[src/shared/mnrd_map.svh]
// Purpose: Named offsets, encodings, field positions and reset values for the decoder
// Assumes: Included by bare name from the package and from every design file
// Notes: Definitions only
`ifndef MNRD_MAP_SVH
`define MNRD_MAP_SVH
`define MNRD_PC_RESET 13'h0000
`define MNRD_PC_STEP 13'h0001
`define MNRD_W_RESET 8'h00
`define MNRD_ZERO_BYTE 8'h00
`define MNRD_OPC_MOVF 6'h08
`define MNRD_OPC_STORE 7'h01
`define MNRD_OPC_LOAD 4'hC
`define MNRD_OPC_IDLE_HI 7'h00
`define MNRD_OPC_IDLE_LO 5'h00
`define MNRD_OPC_RETINT 14'h0009
`define MNRD_DEST_BIT 7
`define MNRD_REG_CTRL 2'h0
`define MNRD_REG_STATUS 2'h1
`define MNRD_REG_PC 2'h2
`define MNRD_CTRL_RUN_BIT 0
`define MNRD_CTRL_IE_CLR_BIT 1
`define MNRD_CTRL_RESET 1'b0
`define MNRD_BUS_ZERO 32'h00000000
`endif

[src/shared/mnrd_pkg.sv]
// Purpose: Types shared by the decoder core and its register slave
// Assumes: Constants come from mnrd_map.svh
// Notes: State machine codes are one-hot
`include "mnrd_map.svh"
package mnrd_pkg;
    typedef enum logic [1:0] {
        MNRD_ST_EXEC = 2'b01,
        MNRD_ST_FLUSH = 2'b10
    } mnrd_state_t;

    typedef enum logic [2:0] {
        MNRD_OP_OTHER,
        MNRD_OP_MOVF,
        MNRD_OP_STORE,
        MNRD_OP_LOAD,
        MNRD_OP_IDLE,
        MNRD_OP_RETINT
    } mnrd_op_t;

    // File register write port
    typedef struct packed {
        logic we;
        logic [6:0] addr;
        logic [7:0] data;
    } mnrd_file_wr_t;

    // Core state seen by software
    typedef struct packed {
        logic run;
        logic busy;
        logic int_en;
        logic zero;
        logic [7:0] w;
        logic [12:0] pc;
    } mnrd_status_t;

    typedef struct packed {
        mnrd_state_t state;
        logic [12:0] pc;
        logic [7:0] w;
        logic zero;
        logic int_en;
        mnrd_file_wr_t wr;
    } mnrd_core_state_t;

    typedef struct packed {
        logic ack;
        logic run;
        logic int_en_clr;
        logic [31:0] rdata;
    } mnrd_bus_state_t;
endpackage : mnrd_pkg

[src/verilog/mnrd_bus_regs.sv]
// Purpose: Avalon-MM slave holding control and showing core status
// Assumes: Word addressing, one wait state on every access
// Notes: Unmapped reads return zero, unmapped writes are dropped
`timescale 1ns/10ps
`default_nettype none
`include "mnrd_map.svh"
module mnrd_bus_regs (
    input wire logic clk_in,
    input wire logic rst_n_in,
    input wire logic [1:0] avs_address_in,
    input wire logic avs_read_in,
    input wire logic avs_write_in,
    input wire logic [31:0] avs_writedata_in,
    output logic [31:0] avs_readdata_out,
    output logic avs_waitrequest_out,
    input wire mnrd_pkg::mnrd_status_t status_in,
    output logic run_out,
    output logic int_en_clr_out
);
    import mnrd_pkg::*;

    mnrd_bus_state_t cur_reg;
    mnrd_bus_state_t cur_next;
    logic req;

    // First cycle of a request waits, second one answers
    assign req = avs_read_in | avs_write_in;
    assign avs_waitrequest_out = req & ~cur_reg.ack;
    assign avs_readdata_out = cur_reg.rdata;
    assign run_out = cur_reg.run;
    assign int_en_clr_out = cur_reg.int_en_clr;

    // Read data is captured in the wait cycle so it stands when waitrequest drops
    always_comb begin
        cur_next = cur_reg;
        cur_next.ack = req & ~cur_reg.ack;
        cur_next.int_en_clr = 1'b0;
        if (avs_read_in && !cur_reg.ack) begin
            case (avs_address_in)
                `MNRD_REG_CTRL: cur_next.rdata = {31'h00000000, cur_reg.run};
                `MNRD_REG_STATUS: cur_next.rdata = {20'h00000, status_in.run, status_in.busy,
                                                    status_in.int_en, status_in.zero,
                                                    status_in.w};
                `MNRD_REG_PC: cur_next.rdata = {19'h00000, status_in.pc};
                default: cur_next.rdata = `MNRD_BUS_ZERO;
            endcase
        end
        // Write lands only at the edge where waitrequest is low
        if (avs_write_in && cur_reg.ack && avs_address_in == `MNRD_REG_CTRL) begin
            cur_next.run = avs_writedata_in[`MNRD_CTRL_RUN_BIT];
            cur_next.int_en_clr = avs_writedata_in[`MNRD_CTRL_IE_CLR_BIT];
        end
        if (!rst_n_in) begin
            cur_next = '{ack: 1'b0, run: `MNRD_CTRL_RESET, int_en_clr: 1'b0,
                         rdata: `MNRD_BUS_ZERO};
        end
    end

    // State register
    always_ff @(posedge clk_in) begin
        cur_reg <= cur_next;
    end
endmodule : mnrd_bus_regs
`default_nettype wire

[src/verilog/mnrd_core.sv]
// Purpose: Decode and execute file move, store, literal load, no-op and interrupt return
// Assumes: Program memory presents the word at pc_out; file read is combinational
// Notes: One instruction cycle per clock; interrupt return stalls fetch one cycle
// Operation
// - File move copies register to W when d is 0, back to itself when 1
// - File move sets zero flag from the moved value
// - Store writes W into the addressed file register, flags untouched
// - Literal load puts the 8-bit immediate into W, flags untouched
// - Don't-care bits of literal load are zero from producers, ignored here
// - Interrupt return pops stack, loads program counter from stack top
// - Interrupt return sets global interrupt enable
// - Interrupt return is one word, two cycles, no flags changed
`timescale 1ns/10ps
`default_nettype none
`include "mnrd_map.svh"
module mnrd_core (
    input wire logic clk_in,
    input wire logic rst_n_in,
    input wire logic [13:0] instr_word_in,
    input wire logic instr_valid_in,
    output logic instr_ready_out,
    output logic [12:0] pc_out,
    output logic [6:0] file_raddr_out,
    input wire logic [7:0] file_rdata_in,
    output mnrd_pkg::mnrd_file_wr_t file_wr_out,
    input wire logic [12:0] stack_top_in,
    output logic stack_pop_out,
    output logic [7:0] w_out,
    output logic zero_out,
    output logic global_interrupt_enable_out,
    input wire logic [1:0] avs_address_in,
    input wire logic avs_read_in,
    input wire logic avs_write_in,
    input wire logic [31:0] avs_writedata_in,
    output logic [31:0] avs_readdata_out,
    output logic avs_waitrequest_out
);
    import mnrd_pkg::*;

    mnrd_core_state_t cur_reg;
    mnrd_core_state_t cur_next;
    mnrd_status_t status;
    mnrd_op_t op;
    logic fire;
    logic run;
    logic int_en_clr;
    logic [7:0] move_val;

    // Classify one instruction word; masked bits are don't-care
    function automatic mnrd_op_t mnrd_decode(input logic [13:0] iw);
        mnrd_op_t res;
        res = MNRD_OP_OTHER;
        if (iw == `MNRD_OPC_RETINT) begin
            res = MNRD_OP_RETINT;
        end else if (iw[13:8] == `MNRD_OPC_MOVF) begin
            res = MNRD_OP_MOVF;
        end else if (iw[13:7] == `MNRD_OPC_STORE) begin
            res = MNRD_OP_STORE;
        end else if (iw[13:10] == `MNRD_OPC_LOAD) begin
            res = MNRD_OP_LOAD;
        end else if (iw[13:7] == `MNRD_OPC_IDLE_HI && iw[4:0] == `MNRD_OPC_IDLE_LO) begin
            res = MNRD_OP_IDLE;
        end
        return res;
    endfunction : mnrd_decode

    // Register slave for run control and status readback
    mnrd_bus_regs u_regs (
        .clk_in(clk_in),
        .rst_n_in(rst_n_in),
        .avs_address_in(avs_address_in),
        .avs_read_in(avs_read_in),
        .avs_write_in(avs_write_in),
        .avs_writedata_in(avs_writedata_in),
        .avs_readdata_out(avs_readdata_out),
        .avs_waitrequest_out(avs_waitrequest_out),
        .status_in(status),
        .run_out(run),
        .int_en_clr_out(int_en_clr)
    );

    // Fetch is held off while stopped and in the second cycle of a return
    assign instr_ready_out = run && cur_reg.state == MNRD_ST_EXEC;
    assign fire = instr_valid_in && instr_ready_out;
    assign op = mnrd_decode(instr_word_in);
    assign file_raddr_out = instr_word_in[6:0];
    // Bypass the write still held on the port, else a back-to-back read sees stale data
    assign move_val = (cur_reg.wr.we && cur_reg.wr.addr == instr_word_in[6:0]) ?
                      cur_reg.wr.data : file_rdata_in;

    // Outputs straight from state
    assign pc_out = cur_reg.pc;
    assign w_out = cur_reg.w;
    assign zero_out = cur_reg.zero;
    assign global_interrupt_enable_out = cur_reg.int_en;
    assign file_wr_out = cur_reg.wr;
    assign stack_pop_out = cur_reg.state == MNRD_ST_FLUSH;
    assign status = '{run: run, busy: cur_reg.state == MNRD_ST_FLUSH, int_en: cur_reg.int_en,
                      zero: cur_reg.zero, w: cur_reg.w, pc: cur_reg.pc};

    // Next state; unknown words are retired like a no-op
    always_comb begin
        cur_next = cur_reg;
        cur_next.wr.we = 1'b0;
        if (int_en_clr) begin
            cur_next.int_en = 1'b0; // Return below overrides, so a set wins
        end
        case (cur_reg.state)
            MNRD_ST_EXEC: begin
                if (fire) begin
                    cur_next.pc = cur_reg.pc + `MNRD_PC_STEP;
                    case (op)
                        MNRD_OP_MOVF: begin
                            cur_next.zero = move_val == `MNRD_ZERO_BYTE;
                            if (instr_word_in[`MNRD_DEST_BIT]) begin
                                cur_next.wr = '{we: 1'b1, addr: instr_word_in[6:0],
                                                data: move_val};
                            end else begin
                                cur_next.w = move_val;
                            end
                        end
                        MNRD_OP_STORE: begin
                            cur_next.wr = '{we: 1'b1, addr: instr_word_in[6:0],
                                            data: cur_reg.w};
                        end
                        MNRD_OP_LOAD: begin
                            cur_next.w = instr_word_in[7:0];
                        end
                        MNRD_OP_RETINT: begin
                            cur_next.pc = stack_top_in;
                            cur_next.int_en = 1'b1;
                            cur_next.state = MNRD_ST_FLUSH;
                        end
                        default: begin
                        end
                    endcase
                end
            end
            MNRD_ST_FLUSH: begin
                cur_next.state = MNRD_ST_EXEC;
            end
            default: begin
                cur_next.state = MNRD_ST_EXEC;
            end
        endcase
        if (!rst_n_in) begin
            cur_next = '{state: MNRD_ST_EXEC, pc: `MNRD_PC_RESET, w: `MNRD_W_RESET, zero: 1'b0,
                         int_en: 1'b0, wr: '{we: 1'b0, addr: 7'h00, data: `MNRD_ZERO_BYTE}};
        end
    end

    // State register
    always_ff @(posedge clk_in) begin
        cur_reg <= cur_next;
    end
endmodule : mnrd_core
`default_nettype wire

[config.mk]
export PLATFORM = sky130hd
export DESIGN_NAME = mnrd_core
export DESIGN_NICKNAME = d
export VERILOG_FILES = /design/src/shared/mnrd_pkg.sv /design/src/verilog/mnrd_bus_regs.sv /design/src/verilog/mnrd_core.sv
export VERILOG_INCLUDE_DIRS = /design/src /design/src/shared
export SDC_FILE = /design/constraint.sdc
export NUM_CORES = 1
export LEC_CHECK = 0
export ABC_AREA = 1
export BUFFER_PORTS_ARGS = -buffer_cell sky130_fd_sc_hd__clkbuf_2
export CAP_MARGIN = 0
export CORE_MARGIN = 3
export CORE_UTILIZATION = 35
export DETAILED_ROUTE_END_ITERATION = 10
export PLACE_DENSITY_LB_ADDON = 0.2
export RECOVER_POWER = 25
export SKIP_CTS_REPAIR_TIMING = 1
export SLEW_MARGIN = 20
export SYNTH_ARGS = -nofsm -noshare
export SYNTH_HDL_FRONTEND = slang
export SYNTH_SLANG_ARGS = --single-unit
[constraint.sdc]
create_clock -name clk_in -period 1.77 [get_ports clk_in]
set_clock_uncertainty 0.15 [all_clocks]
set_input_delay 0 -clock clk_in [delete_from_list [all_inputs] [get_ports clk_in]]
set_output_delay 0 -clock clk_in [all_outputs]
set_load 0.01 [all_outputs]
==> impl_metrics.yaml <==
routing:
  ant_nets: 0
  via_count: 3704
  via_per_inst: 4.737
  drt_first_pass_iters: 4
  drc: 0
  wl_per_cell_um: 14.01
  drt_iter0_drc: 180
  drt-total-wl_um: 10950
power_and_ir_drop:
  powerDensity_nw_per_um2: 598.0
  p_leak_nw: 2.059
  vdd_drop_max_mv: 0.3298
cells_and_area:
  area_delta_synth_final_pct: 22.43
  largest_register_ffs: 16
  post-route-util_pct: 45.22
  num_antenna_cells: 0
  drive_above_1_share_pct: 30.35
  nets: 720
synth:
  synth-xor-area-share_pct: 0.2371
  synth_top_cell_area_share_pct: 30.89
  yosysUniqueCellTypes: 39
  syn_area_per_cell_um2: 6.703
  synth_area_um2: 3694
  yosysTopAreaCell: "dfxtp_1"
  synth_top_family_by_area: "simple AND/OR/NAND/NOR gates"
  synth_area_leaders: "dfxtp_1, buf_4, nand2_1"
  synth_compound_area_share_pct: 19.58
  synthMuxAreaShare_pct: 0
  synth-seq-cells: 57
  netlist_instances: 551
  synth-adder-area-share_pct: 0.3388
  yosysSeqAreaShare_pct: 30.89
  yosys.area_share.simple_pct: 24.70
  yosys_warnings: 0
timing:
  rsz0062_at_grt: "true"
  slew_viol_final: 0
  post-route-period-util_pct: 100.8
  setup_slack_ps: -14.25
  post-route-min-period_ps: 1784
  finalHoldViolations: 10
  final-setup-viol-count: 1
  fmax_mhz: 560.5
  whs_ps: -46.84
floorplanning:
  die_h_um: 108.7
  initial_core_util_pct: 36.94
  die_w_um: 108.7
  rows: 36
  die-area_um2: 11820
  io_pins: 155
  core_um2: 10000
outcome:
  violations: "negative hold slack, negative setup slack"
  status: "finished, violations left"
flow_run:
  drv_cap: 0
worst_setup_path:
  path_max_fanout: 5
  worst_setup_path_end_kind: "flop"
  critPathSlowestCell: "dfxtp_2"
  path_class: "reg -> reg"
  crit_top_cell: "nand2_1"
  crit_arrival_ps: 1850
  critPathRequiredTime_ps: 1840
  crit_chain: "buf_4 > nand3_1 > nor2_2 > nand2_1 > nor3_2 > nand2_1 > nand2_1 > inv_1 > o21bai_1 > a21oi_1"
  max_stage_delay_ps: 360
  start_kind: "flop"
clock_network:
  htree_levels: 3
  cts_tree: "yes"
  clk_latency_ps: 350
  numCtsBuffers: 9
  clk_pin_slew_ps: 70
  clock_sinks: 57
  clk_path_buf_depth: 2
  root_buffer: "clkbuf_8"
worst_hold_path:
  holdCritPathClass: "in -> reg"
placed_design:
  gp_congestion: 0.8660
  place_hpwl_um: 8286
  portBuffers: 105
grt:
  overflow: 0
  grt_usage_pct: 17.92
  grt_max_degree: 29
  grt_first_pass_wirelength_um: 16430
  grt_pass1_vias: 3331
  antenna_found_initial: 0
-- cell usage after synthesis, drive strengths merged --
| master | instances |
|---|---|
| nand2 | 131 |
| buf | 83 |
| inv | 63 |
| dfxtp | 57 |
| o21ai | 51 |
| nor2 | 48 |
| a21oi | 46 |
| nand3 | 16 |
| a31oi | 11 |
| clkbuf | 9 |
| nand4 | 9 |
| nor3 | 4 |
| o211ai | 4 |
| a221oi | 3 |
| clkinv | 2 |
| nand3b | 2 |
| o21bai | 2 |
| a211oi | 1 |
| a22o | 1 |
| a22oi | 1 |
| a31o | 1 |
| a32o | 1 |
| a41oi | 1 |
| conb | 1 |
| ha | 1 |
| nor3b | 1 |
| xnor2 | 1 |
-- through the flow --
stage                     area, µm²  TNS, ps  cells  setup slack (ps)  power [W]
after floorplan                3761        0    569             119.7   0.001504
after global placement         3965        0    736             3.569   0.001574
after detailed placement       3965        0    736             6.918   0.001576
after CTS                      4135   -44.80    751            -28.75   0.002665
after global routing           4522   -546.7    782            -162.7   0.002802
final                          4522   -14.25    782            -14.25   0.002704
-- cells in the final DEF, fill, tap and decap left out, types with 4 or more instances in the layout --
master,Yosys,layout
nand2_2,6,17
conb_1,1,19
clkbuf_2,0,90
nor2_1,41,36
nor2_2,5,8
dlygate4sd3_1,0,27
nor2_4,2,4
inv_1,55,49
o21ai_1,8,14
nand3_1,16,16
clkinv_2,2,4
nand2_1,124,114
a21oi_1,44,43
clkbuf_8,0,10
nand4_1,9,9
o21ai_0,39,32
buf_4,76,24
clkbuf_1,9,15
dfxtp_2,0,5
inv_2,8,14
a31oi_1,11,11
dfxtp_1,57,51
-- power by group --
group	switching (W)	total, W	internal, W	leakage, nW
sequential	0.00000429	0.00129	0.00129	0.463
clock	0.000573	0.00111	0.000533	0.0802
combinational	0.000180	0.000309	0.000129	1.52
total	0.000757	0.00270	0.00195	2.06
-- final timing paths --
check,start,to,slack [ps],depth (start not counted)
worst min register to register,u_regs.int_en_clr_out$_SDFF_PN0_,global_interrupt_enable_out$_SDFF_PN0_,270,1
worst max register to register,pc_out[0]$_SDFFE_PN0P_,pc_out[11]$_SDFFE_PN0P_,-10,10
worst max-delay path,pc_out[0]$_SDFFE_PN0P_,pc_out[11]$_SDFFE_PN0P_,-10,10
worst min-delay path,file_rdata_in[5],file_wr_out[5]$_SDFFE_PN0P_,-50,7
-- layout make-up --
| cell class | count | area (µm²) |
|---|---|---|
| Fill cell | 1117 | 5478 |
| Multi-Input combinational cell | 356 | 1831 |
| Sequential cell | 57 | 1151 |
| Timing Repair Buffer | 156 | 957.2 |
| Inverter | 65 | 246.5 |
| Tap cell | 133 | 166.4 |
| Clock buffer | 10 | 137.6 |
| Clock inverter | 5 | 32.53 |
-- worst max-delay path: cells and delay by family, from the launching register on --
| kind | cells | cell delay (ps) |
|---|---|---|
| compound gates | 2 | 210 |
| simple gates | 6 | 740 |
| buf+inv | 2 | 190 |
| flops | 1 | 360 |
-- layer usage --
metal | up-vias | GRT usage (%) | share of wire (%)
li1 | 1871 | - | -
met1 | 1706 | 22.30 | 43
met2 | 112 | 31.02 | 50
met3 | 15 | 3.197 | 6.1
met4 | 0 | 6.312 | 1.5
met5 | - | 0 | 0
-- logic make-up (layout without fill, tap and decap cells) --
| family | Yosys count | in the layout |
|---|---|---|
| AOI/OAI and AO/OA | 123 | 123 |
| xor gates and xnor gates | 1 | 1 |
| adders and majority gates | 1 | 1 |
| buffers and inverters | 157 | 236 |
| DFF | 57 | 57 |
| other | 1 | 19 |
| and+or+nand+nor | 211 | 212 |
Note: power is estimated with default switching activity, not from simulation.
